[src/pkg/sbm_pkg.sv]
// shared constants for the single cycle byte multiplier
package sbm_pkg;
	localparam int          OPERAND_W     = 8;
	localparam int          PRODUCT_W     = 16;
	localparam int          FLAG_W        = 8;
	localparam int          FILE_ADDR_W   = 8;
	localparam int          PROD_LOW_LSB  = 0;
	localparam int          PROD_HIGH_LSB = 8;
	localparam int          MUL_CYCLES    = 1;
	localparam logic [7:0]  PROD_BYTE_RST = 8'h00;
	localparam logic [7:0]  FLAG_RST      = 8'h00;
	localparam logic [7:0]  ADDR_RST      = 8'h00;
endpackage

[src/pkg/sbm_mul_if.sv]
// operand and product carrier between the multiplier wrapper and its array
`timescale 1ns/1ps
interface sbm_mul_if #(
	parameter int OW = 8
);
	logic [OW-1:0]   opa;
	logic [OW-1:0]   opb;
	logic [2*OW-1:0] product;

	modport requester (
		output opa,
		output opb,
		input  product
	);
	modport array (
		input  opa,
		input  opb,
		output product
	);
endinterface

[src/design/sbm_mul_array.sv]
// combinational unsigned multiplier array built from shifted partial products
`timescale 1ns/1ps
module sbm_mul_array #(
	parameter int OW = 8
) (
	sbm_mul_if.array m
);
	import sbm_pkg::*;

	function automatic logic [2*OW-1:0] partial_row(
		input logic [OW-1:0] a,
		input logic          bit_b,
		input int            shift
	);
		logic [2*OW-1:0] wide;
		wide = {{OW{1'b0}}, a};
		partial_row = bit_b ? (wide << shift) : '0;
	endfunction

	logic [2*OW-1:0] next_sum;

	always_comb begin
		next_sum = '0;
		for (int i = 0; i < OW; i++) begin
			next_sum = next_sum + partial_row(m.opa, m.opb[i], i);
		end
	end

	assign m.product = next_sum;
endmodule

[src/design/sbm_mul_unit.sv]
// byte multiplier with product register pair and alu flags that a multiply leaves untouched
`timescale 1ns/1ps
module sbm_mul_unit #(
	parameter int OW = sbm_pkg::OPERAND_W
) (
	input  wire logic                           clk,
	input  wire logic                           rst_n,
	input  wire logic                           multiply_accumulator_by_file_op,
	input  wire logic [sbm_pkg::OPERAND_W-1:0]   working_accumulator,
	input  wire logic [sbm_pkg::FILE_ADDR_W-1:0] file_addr,
	input  wire logic [sbm_pkg::OPERAND_W-1:0]   file_rdata,
	input  wire logic                           high_wr_en,
	input  wire logic                           low_wr_en,
	input  wire logic [7:0]                     byte_wdata,
	input  wire logic                           flag_wr_en,
	input  wire logic [sbm_pkg::FLAG_W-1:0]      flag_wdata,
	output logic      [7:0]                     product_high_byte,
	output logic      [7:0]                     product_low_byte,
	output logic      [sbm_pkg::FLAG_W-1:0]      alu_flag_register,
	output logic      [sbm_pkg::FILE_ADDR_W-1:0] last_file_addr,
	output logic                                mul_done
);
	import sbm_pkg::*;

	sbm_mul_if #(.OW(OW)) mif ();

	logic [2*OW-1:0] product_word;
	logic [7:0]      next_high;
	logic [7:0]      next_low;
	logic [7:0]      next_flags;
	logic [7:0]      next_last_addr;
	logic            do_mul;

	// reference product for the checks below
	function automatic logic [2*OW-1:0] ref_product(
		input logic [OW-1:0] a,
		input logic [OW-1:0] b
	);
		ref_product = {{OW{1'b0}}, a} * {{OW{1'b0}}, b};
	endfunction

	assign mif.opa = working_accumulator[OW-1:0];
	assign mif.opb = file_rdata[OW-1:0];

	sbm_mul_array #(
		.OW (OW)
	) u_array (
		.m (mif.array)
	);

	assign product_word = mif.product;
	assign do_mul       = multiply_accumulator_by_file_op;

	assign next_high = do_mul     ? product_word[PROD_HIGH_LSB +: 8] :
	                   high_wr_en ? byte_wdata : product_high_byte;
	assign next_low  = do_mul     ? product_word[PROD_LOW_LSB +: 8] :
	                   low_wr_en  ? byte_wdata : product_low_byte;

	assign next_flags = (flag_wr_en && !do_mul) ? flag_wdata : alu_flag_register;

	// product pair latched at cycle end
	always_ff @(posedge clk or negedge rst_n) begin
		if (!rst_n) begin
			product_high_byte <= PROD_BYTE_RST;
			product_low_byte  <= PROD_BYTE_RST;
		end else begin
			product_high_byte <= next_high;
			product_low_byte  <= next_low;
		end
	end

	always_ff @(posedge clk or negedge rst_n) begin
		if (!rst_n) begin
			alu_flag_register <= FLAG_RST;
		end else begin
			alu_flag_register <= next_flags;
		end
	end

	assign next_last_addr = do_mul ? file_addr : last_file_addr;

	always_ff @(posedge clk or negedge rst_n) begin
		if (!rst_n) begin
			last_file_addr <= ADDR_RST;
		end else begin
			last_file_addr <= next_last_addr;
		end
	end

	always_ff @(posedge clk or negedge rst_n) begin
		if (!rst_n) begin
			mul_done <= 1'b0;
		end else begin
			mul_done <= do_mul;
		end
	end

	// helper: operand copies for checking
	logic [OW-1:0]   chk_a;
	logic [OW-1:0]   chk_b;
	logic [2*OW-1:0] chk_prod;

	always_ff @(posedge clk or negedge rst_n) begin
		if (!rst_n) begin
			chk_a <= '0;
			chk_b <= '0;
		end else begin
			chk_a <= working_accumulator[OW-1:0];
			chk_b <= file_rdata[OW-1:0];
		end
	end

	assign chk_prod = ref_product(chk_a, chk_b);

	AST_DONE_ONE_CYCLE: assert property (
		@(posedge clk) disable iff (!rst_n)
		multiply_accumulator_by_file_op |=> mul_done
	) else $error("multiply did not finish in one cycle");

	AST_NO_SPURIOUS_DONE: assert property (
		@(posedge clk) disable iff (!rst_n)
		!multiply_accumulator_by_file_op |=> !mul_done
	) else $error("done raised without a multiply");

	AST_FULL_PRODUCT: assert property (
		@(posedge clk) disable iff (!rst_n)
		mul_done |-> {product_high_byte, product_low_byte} == chk_prod
	) else $error("product pair is not the full unsigned product");

	AST_ZERO_OPERAND: assert property (
		@(posedge clk) disable iff (!rst_n)
		multiply_accumulator_by_file_op
		&& (working_accumulator == 8'h00 || file_rdata == 8'h00)
		|=> {product_high_byte, product_low_byte} == 16'h0000
	) else $error("zero operand gave a nonzero product");

	AST_UNIT_OPERAND: assert property (
		@(posedge clk) disable iff (!rst_n)
		multiply_accumulator_by_file_op && working_accumulator == 8'h01
		|=> {product_high_byte, product_low_byte} == {8'h00, $past(file_rdata)}
	) else $error("unit operand did not pass the file operand through");

	AST_HIGH_BOUND: assert property (
		@(posedge clk) disable iff (!rst_n)
		mul_done |-> product_high_byte <= chk_a
	) else $error("high product byte exceeds the accumulator operand");

	AST_HIGH_BYTE: assert property (
		@(posedge clk) disable iff (!rst_n)
		multiply_accumulator_by_file_op
		|=> product_high_byte == chk_prod[PROD_HIGH_LSB +: 8]
	) else $error("high product byte holds the wrong half");

	AST_LOW_BYTE: assert property (
		@(posedge clk) disable iff (!rst_n)
		multiply_accumulator_by_file_op
		|=> product_low_byte == chk_prod[PROD_LOW_LSB +: 8]
	) else $error("low product byte holds the wrong half");

	AST_MUL_BEATS_WRITE: assert property (
		@(posedge clk) disable iff (!rst_n)
		multiply_accumulator_by_file_op && (high_wr_en || low_wr_en)
		|=> {product_high_byte, product_low_byte} == chk_prod
	) else $error("direct byte write won over a multiply");

	AST_DIRECT_HIGH: assert property (
		@(posedge clk) disable iff (!rst_n)
		!multiply_accumulator_by_file_op && high_wr_en
		|=> product_high_byte == $past(byte_wdata)
	) else $error("direct write to the high product byte lost");

	AST_DIRECT_LOW: assert property (
		@(posedge clk) disable iff (!rst_n)
		!multiply_accumulator_by_file_op && low_wr_en
		|=> product_low_byte == $past(byte_wdata)
	) else $error("direct write to the low product byte lost");

	AST_FLAGS_KEPT: assert property (
		@(posedge clk) disable iff (!rst_n)
		multiply_accumulator_by_file_op |=> $stable(alu_flag_register)
	) else $error("multiply changed the alu flags");

	AST_FLAG_WRITE_TAKEN: assert property (
		@(posedge clk) disable iff (!rst_n)
		flag_wr_en && !multiply_accumulator_by_file_op
		|=> alu_flag_register == $past(flag_wdata)
	) else $error("flag write outside a multiply was lost");

	AST_FLAGS_ONLY_BY_WRITE: assert property (
		@(posedge clk) disable iff (!rst_n)
		!flag_wr_en |=> $stable(alu_flag_register)
	) else $error("alu flags changed without a flag write");

	AST_OPERAND_SOURCE: assert property (
		@(posedge clk) disable iff (!rst_n)
		multiply_accumulator_by_file_op
		|=> last_file_addr == $past(file_addr)
		    && {product_high_byte, product_low_byte}
		       == ref_product($past(working_accumulator), $past(file_rdata))
	) else $error("operands not taken from accumulator and file location");

	AST_LAST_ADDR_HELD: assert property (
		@(posedge clk) disable iff (!rst_n)
		!multiply_accumulator_by_file_op |=> $stable(last_file_addr)
	) else $error("file address changed without a multiply");

	AST_HELD_FOR_NEXT: assert property (
		@(posedge clk) disable iff (!rst_n)
		mul_done && !multiply_accumulator_by_file_op && !high_wr_en && !low_wr_en
		|=> $stable(product_high_byte) && $stable(product_low_byte)
	) else $error("product pair lost before the next instruction");

	AST_RESET_CLEARS: assert property (
		@(posedge clk)
		!rst_n
		|=> product_high_byte == PROD_BYTE_RST && product_low_byte == PROD_BYTE_RST
		    && alu_flag_register == FLAG_RST && last_file_addr == ADDR_RST && !mul_done
	) else $error("outputs not cleared by reset");
endmodule

[config.mk]
export PLATFORM = sky130hd
export DESIGN_NAME = sbm_mul_unit
export DESIGN_NICKNAME = d
export VERILOG_FILES = /design/src/pkg/sbm_pkg.sv /design/src/pkg/sbm_mul_if.sv /design/src/design/sbm_mul_array.sv /design/src/design/sbm_mul_unit.sv
export SDC_FILE = /design/constraint.sdc
export NUM_CORES = 1
export LEC_CHECK = 0
export BUFFER_PORTS_ARGS = -buffer_cell sky130_fd_sc_hd__buf_2
export CAP_MARGIN = 20
export CORE_MARGIN = 2
export CORE_UTILIZATION = 45
export DETAILED_ROUTE_END_ITERATION = 8
export GPL_ROUTABILITY_DRIVEN = 0
export GPL_TIMING_DRIVEN = 0
export PLACE_DENSITY = 0.77
export SLEW_MARGIN = 20
export SYNTH_ARGS = -nofsm -noshare
export SYNTH_HDL_FRONTEND = slang
export SYNTH_SLANG_ARGS = --single-unit
[constraint.sdc]
create_clock -name clk -period 1.15 [get_ports clk]
set_input_delay 0.115 -clock clk [delete_from_list [all_inputs] [get_ports clk]]
set_output_delay 0.115 -clock clk [all_outputs]
set_load 0.05 [all_outputs]
== Yosys cells after proc, flatten, opt, wreduce, memory -nomap -nowiden ==
Index checks and enable logic that the tools add are counted.
Word-level totals
  register bits: 33
  bits of input ports: 46
Cells by class
  $add $sub $neg: 7
  mux-type cells: 12
  reductions and logical operators: 4
Operator list (count)
  adder 16 bit: 5
  two-way mux 8 bit: 5
  adder 16 x 14 -> 16 bit: 1
  adder 16 x 15 -> 16 bit: 1
  two-way mux 15 bit: 1
  two-way mux 14 bit: 1
  two-way mux 13 bit: 1
  two-way mux 12 bit: 1
  two-way mux 11 bit: 1
  two-way mux 10 bit: 1
  two-way mux 9 bit: 1
  nonzero test 2 bit: 2
  logical AND 1 bit: 1
  logical NOT 1 bit: 1

== Logic depth before layout (Yosys ltp) ==
  word-level depth: 9
  gate-level depth with buffers: 15
  depth with buffers taken out: 14

== Hierarchy ==
A second synthesis with hierarchy kept.
Second synthesis, totals
  cells, all modules: 338
  area total of the unflattened synthesis: 3315.7 µm²
By module, submodules not included
  sbm_mul_array: instances 1, cells an instance 233, area each 1971.9 µm², sequential area each 0.0 µm²
  sbm_mul_unit: instances 1, cells an instance 105, area each 1343.8 µm², sequential area each 825.8 µm²

== Least setup slack after synthesis ==
No wires, ideal clock.
  kind: in2reg
  start: input port file_rdata[3] (netlist bit)
  end: register product_high_byte[7]
  library setup time: 120 ps
  arrival time: 3787 ps
  required time: 1030 ps
  path slack: -2757 ps
  cell stages on the path: 15
  cell sequence: and2_1 -> fa_1 -> inv_1 -> fa_1 -> inv_1 -> fa_1 -> inv_1 -> fa_1 -> inv_1 -> ha_1 -> buf_6 -> a21o_1 -> a311o_1 -> a21o_1 -> and3_1
On the way
  word-level cells in the longest chain between the ends: 7
Ends and longest elaborated chain
  start, declared: line sbm_mul_unit.sv:11  | input wire logic [sbm_pkg::OPERAND_W-1:0] file_rdata,
  two-way mux 11 bit: line sbm_mul_array.sv:17  | partial_row = bit_b ? (wide << shift) : '0;
  adder 16 bit (3 in series): line sbm_mul_array.sv:25  | next_sum = next_sum + partial_row(m.opa, m.opb[i], i);
  adder 16 x 14 -> 16 bit: line sbm_mul_array.sv:25
  adder 16 x 15 -> 16 bit: line sbm_mul_array.sv:25
  two-way mux 8 bit: line sbm_mul_unit.sv:54  | assign next_high = do_mul ? product_word[PROD_HIGH_LSB +: 8] :
  end signal, assigned: line sbm_mul_unit.sv:67  | product_high_byte <= next_high;
  end, declared: line sbm_mul_unit.sv:17  | output logic [7:0] product_high_byte,
No other way between the ends.
A chain may end at the register's enable or synchronous reset.

== Worst setup path in the final report ==
  start: input port working_accumulator[4] (netlist bit)
  end: register product_high_byte[7]
On the way
  word-level cells in the longest chain between the ends: 9
  elaborated cells between the ends (all ways): 16
  those cells by class: add/sub (7); mux (9)
Ends and longest elaborated chain
  start, declared: line sbm_mul_unit.sv:9  | input wire logic [sbm_pkg::OPERAND_W-1:0] working_accumulator,
  two-way mux 8 bit or two-way mux 9 bit (tied branches): line sbm_mul_array.sv:17
  adder 16 bit (5 in series): line sbm_mul_array.sv:25
  adder 16 x 14 -> 16 bit: line sbm_mul_array.sv:25
  adder 16 x 15 -> 16 bit *: line sbm_mul_array.sv:25
  two-way mux 8 bit *: line sbm_mul_unit.sv:54
Every way passes the cells marked *; elsewhere a longest branch is shown, timed or not.

==> flow_summary.yaml <==
run_status:
  outcome: "complete, but fails checks"
  violations: "setup timing"
floorplan:
  ios: 79
  dieArea_um2: 8220
  die_h_um: 90.7
  num_rows: 31
  core_region_area_um2: 7250
  start_util_pct: 46.6
  die_w_um: 90.7
routing:
  detail_route.vias_per_cell: 5.28
  drc_errors: 0
  wl_per_cell_um: 15.2
  dr_total_vias: 2807
  firstDrtPassIters: 4
  route.final.wire_length_um: 8070
  route.antenna.remaining_nets: 0
  drt_iter0_drc: 153
worst_setup_path:
  critical_path_required_ns: 1.32
  critical_path.startpoint_type: "input pin"
  crit_type: "in -> reg"
  crit_slowest_cell: "fa_1"
  cpPeakStageDelay_ns: 0.57
  largest_fanout_of_any_net_on_the_critical_path: 4
  worst_path_most_repeated_cell: "fa_1"
  cp_endpoint_kind: "flop"
  worstPathCellList: "buf_8, buf_6, and2_1, fa_1, fa_1, fa_1, fa_1, ha_4, a21o_1, a311o_1, a21o_1, and3_1"
  arrival_ns: 3.69
logic_synthesis:
  syn-num-nets: 451
  async_flop_share_pct: 100
  synthesis.area_per_instance_um2: 10.1
  synth_top_area_share_pct: 24.4
  seq_area_frac_synth_pct: 24.4
  cell_types_occupying_the_most_area_after_synthesis: "dfrtp_1 (24%), fa_1 (23%), ha_1 (11%), and2_1 (7.4%), mux2_2 (6.3%)"
  post_synth_most_frequent_cells: "inv_1 (46), and2_1 (40), fa_1 (38), nand2_1 (38), dfrtp_1 (33)"
  synth.ff_latch_count: 33
  netlist.top_cell.by_area: "dfrtp_1"
  yosys.cell_types.count: 38
  synth_ff_type: "dfrtp_1"
  synth_cells: 336
  synthMostInstantiatedCell: "inv_1"
  ys_warn_count: 0
  synthesized_area_um2: 3380
  edff_count_synth: 0
sta:
  finalHoldViolCount: 0
  post-route-period-util_pct: 306
  grt_setup_unrepaired: "yes"
  slew_headroom_pct: 53.3
  finalClockSkew_ns: 0
  slew_viol_final: 0
  setup_slack_ns: -2.37
  max_freq_ghz: 0.284
  setup-violations-final: 13
  worst-slew-pin-transition_ns: 0.700
  timing.final.crit_period_ns: 3.52
grt:
  initial_antenna_violation_count: 0
  overflow: 0
  grt_start_max_net_pins: 34
  grt_first_pass_wirelength_um: 13600
  groute.usage.overall_pct: 20.1
  first_global_vias: 3009
worst_hold_path:
  hold_wc_path_type: "in -> reg"
clock_network:
  cts_buffers: 5
  cts_root_buffer: "clkbuf_8"
  cts_tree: "done"
  cts_max_path_buffers: 2
  clk_pin_slew_worst_paths_ns: 0.07
  cts.htree.levels: 2
  clk_latency_ns: 0.28
  cts_num_sinks: 33
run:
  drv.max_cap_violation_count: 0
placed_design:
  hpwlAfterDp_um: 5960
  placement.io_buffers: 77
  place_inst: 512
  area_of_placed_instances_um2: 4040
final_layout:
  postLayoutCellArea_um2: 4580
  fin_util_pct: 63.1
  layout.filler_cells: 570
  nets: 547
  drive_gt1_share_pct: 40.6
  stdcell_count: 532
  synthToLayoutAreaGrowth_pct: 35.4
  antenna_cells: 0
power_and_ir_drop:
  power.density_nw_per_um2: 1950
  peakVddDrop_uv: 1150
  power_leakage_nw: 2.22
  design_power_total_mw: 8.94
## path summary, 6_finish.rpt
path | start | end | slack [ns] | cells after the start
setup / recovery | working_accumulator[4] | product_high_byte[7] | -2.37 | 12
hold / removal | flag_wdata[2] | alu_flag_register[2] | 0.06 | 2
setup reg to reg | product_high_byte[3] | product_high_byte[3] | 0.02 | 3
hold reg to reg | alu_flag_register[4] | alu_flag_register[4] | 0.50 | 1
max in group asynchronous | rst_n | product_low_byte[2] | 0.28 | 2
min in group asynchronous | rst_n | alu_flag_register[6] | 0.43 | 2
## repair_timing
item | in CTS | in global routing
gates resized for setup | 46 | 37
hold buffers | 2 | 0
setup endpoints to repair | 14 | 14
setup buffers | 8 | 4
pin swaps | 19 | 30
endpoints found under the hold margin | 34 | 0
## power by group
group	switching (mW)	internal (mW)	total, mW
registers	0.144	1.44	1.58
logic	3.62	2.63	6.25
clock network	0.403	0.706	1.11
## routing by layer
layer | vias up | routed length, µm | part of all wire [%] | track usage, %
met5 | - | 0 | 0 | 0
met4 | 0 | 159 | 2.0 | 5.90
li1 | 1288 | - | - | -
met3 | 21 | 208 | 2.6 | 2.75
met2 | 58 | 4390 | 54 | 36.7
met1 | 1440 | 3320 | 41 | 24.7
## worst max-delay path: cells and delay by family
kind            cells  cell delay [ns]
compound gates      3             0.84
fa+ha+maj           5             2.23
simple gates        2             0.28
buf+inv             2             0.22
## cells in the final DEF, fill, tap and decap left out, types with 3 or more instances in the layout
cell	n
mux2i_1	10
a21oi_1	6
nor2b_1	4
nand3_1	5
buf_8	3
a21oi_2	5
ha_4	11
fa_2	4
clkbuf_8	6
fa_1	34
and2_1	32
mux2_2	19
nand2_1	30
o21ai_0	4
buf_2	67
a211oi_1	3
o21ai_1	5
inv_1	38
ha_1	20
nand2_2	5
a21o_1	4
nor2_1	4
buf_12	4
buf_6	14
and2_4	8
inv_2	8
clkbuf_1	4
nand2_8	3
buf_4	7
dfrtp_1	33
## sequential cells by signal (all words and copies together) (netlist names)
register and count:
mul_done 1, product_low_byte 8, alu_flag_register 8, product_high_byte 8, last_file_addr 8
## cell families after synthesis
kind of cell / count (synthesis) / share of synthesized area [%]
AOI/OAI and AO/OA: 42 / 8.44
xor gates and xnor gates: 5 / 1.30
adders and majority gates: 69 / 34.0
buffers and inverters: 57 / 6.96
DFF: 33 / 24.4
muxes: 29 / 9.29
and+or+nand+nor: 101 / 15.6
## area by class of cell
class | count | area [µm²] | share of cell area (%)
plain buffers | 9 | 50.0 | 1.09
clock buffers | 7 | 86.3 | 1.89
clock inverters | 1 | 30.0 | 0.656
inverters | 46 | 173 | 3.77
multi-input cells | 246 | 2640 | 57.6
flip-flops and latches | 33 | 826 | 18.0
well taps | 99 | 124 | 2.71
repair buffers | 91 | 652 | 14.2
## stage by stage
step | setup TNS (ns) | setup slack [ns] | hold slack, ns
final | -24.07 | -2.37 | 0.0628
after global routing | -25.36 | -2.49 | 0.0640
after CTS | -24.74 | -2.50 | 0.0599
after detailed placement | -30.36 | -2.88 | 0.205
after global placement | -29.65 | -2.82 | 0.196
after floorplan | -24.75 | -2.51 | -0.181
Note: power is estimated with default switching activity, not from simulation.
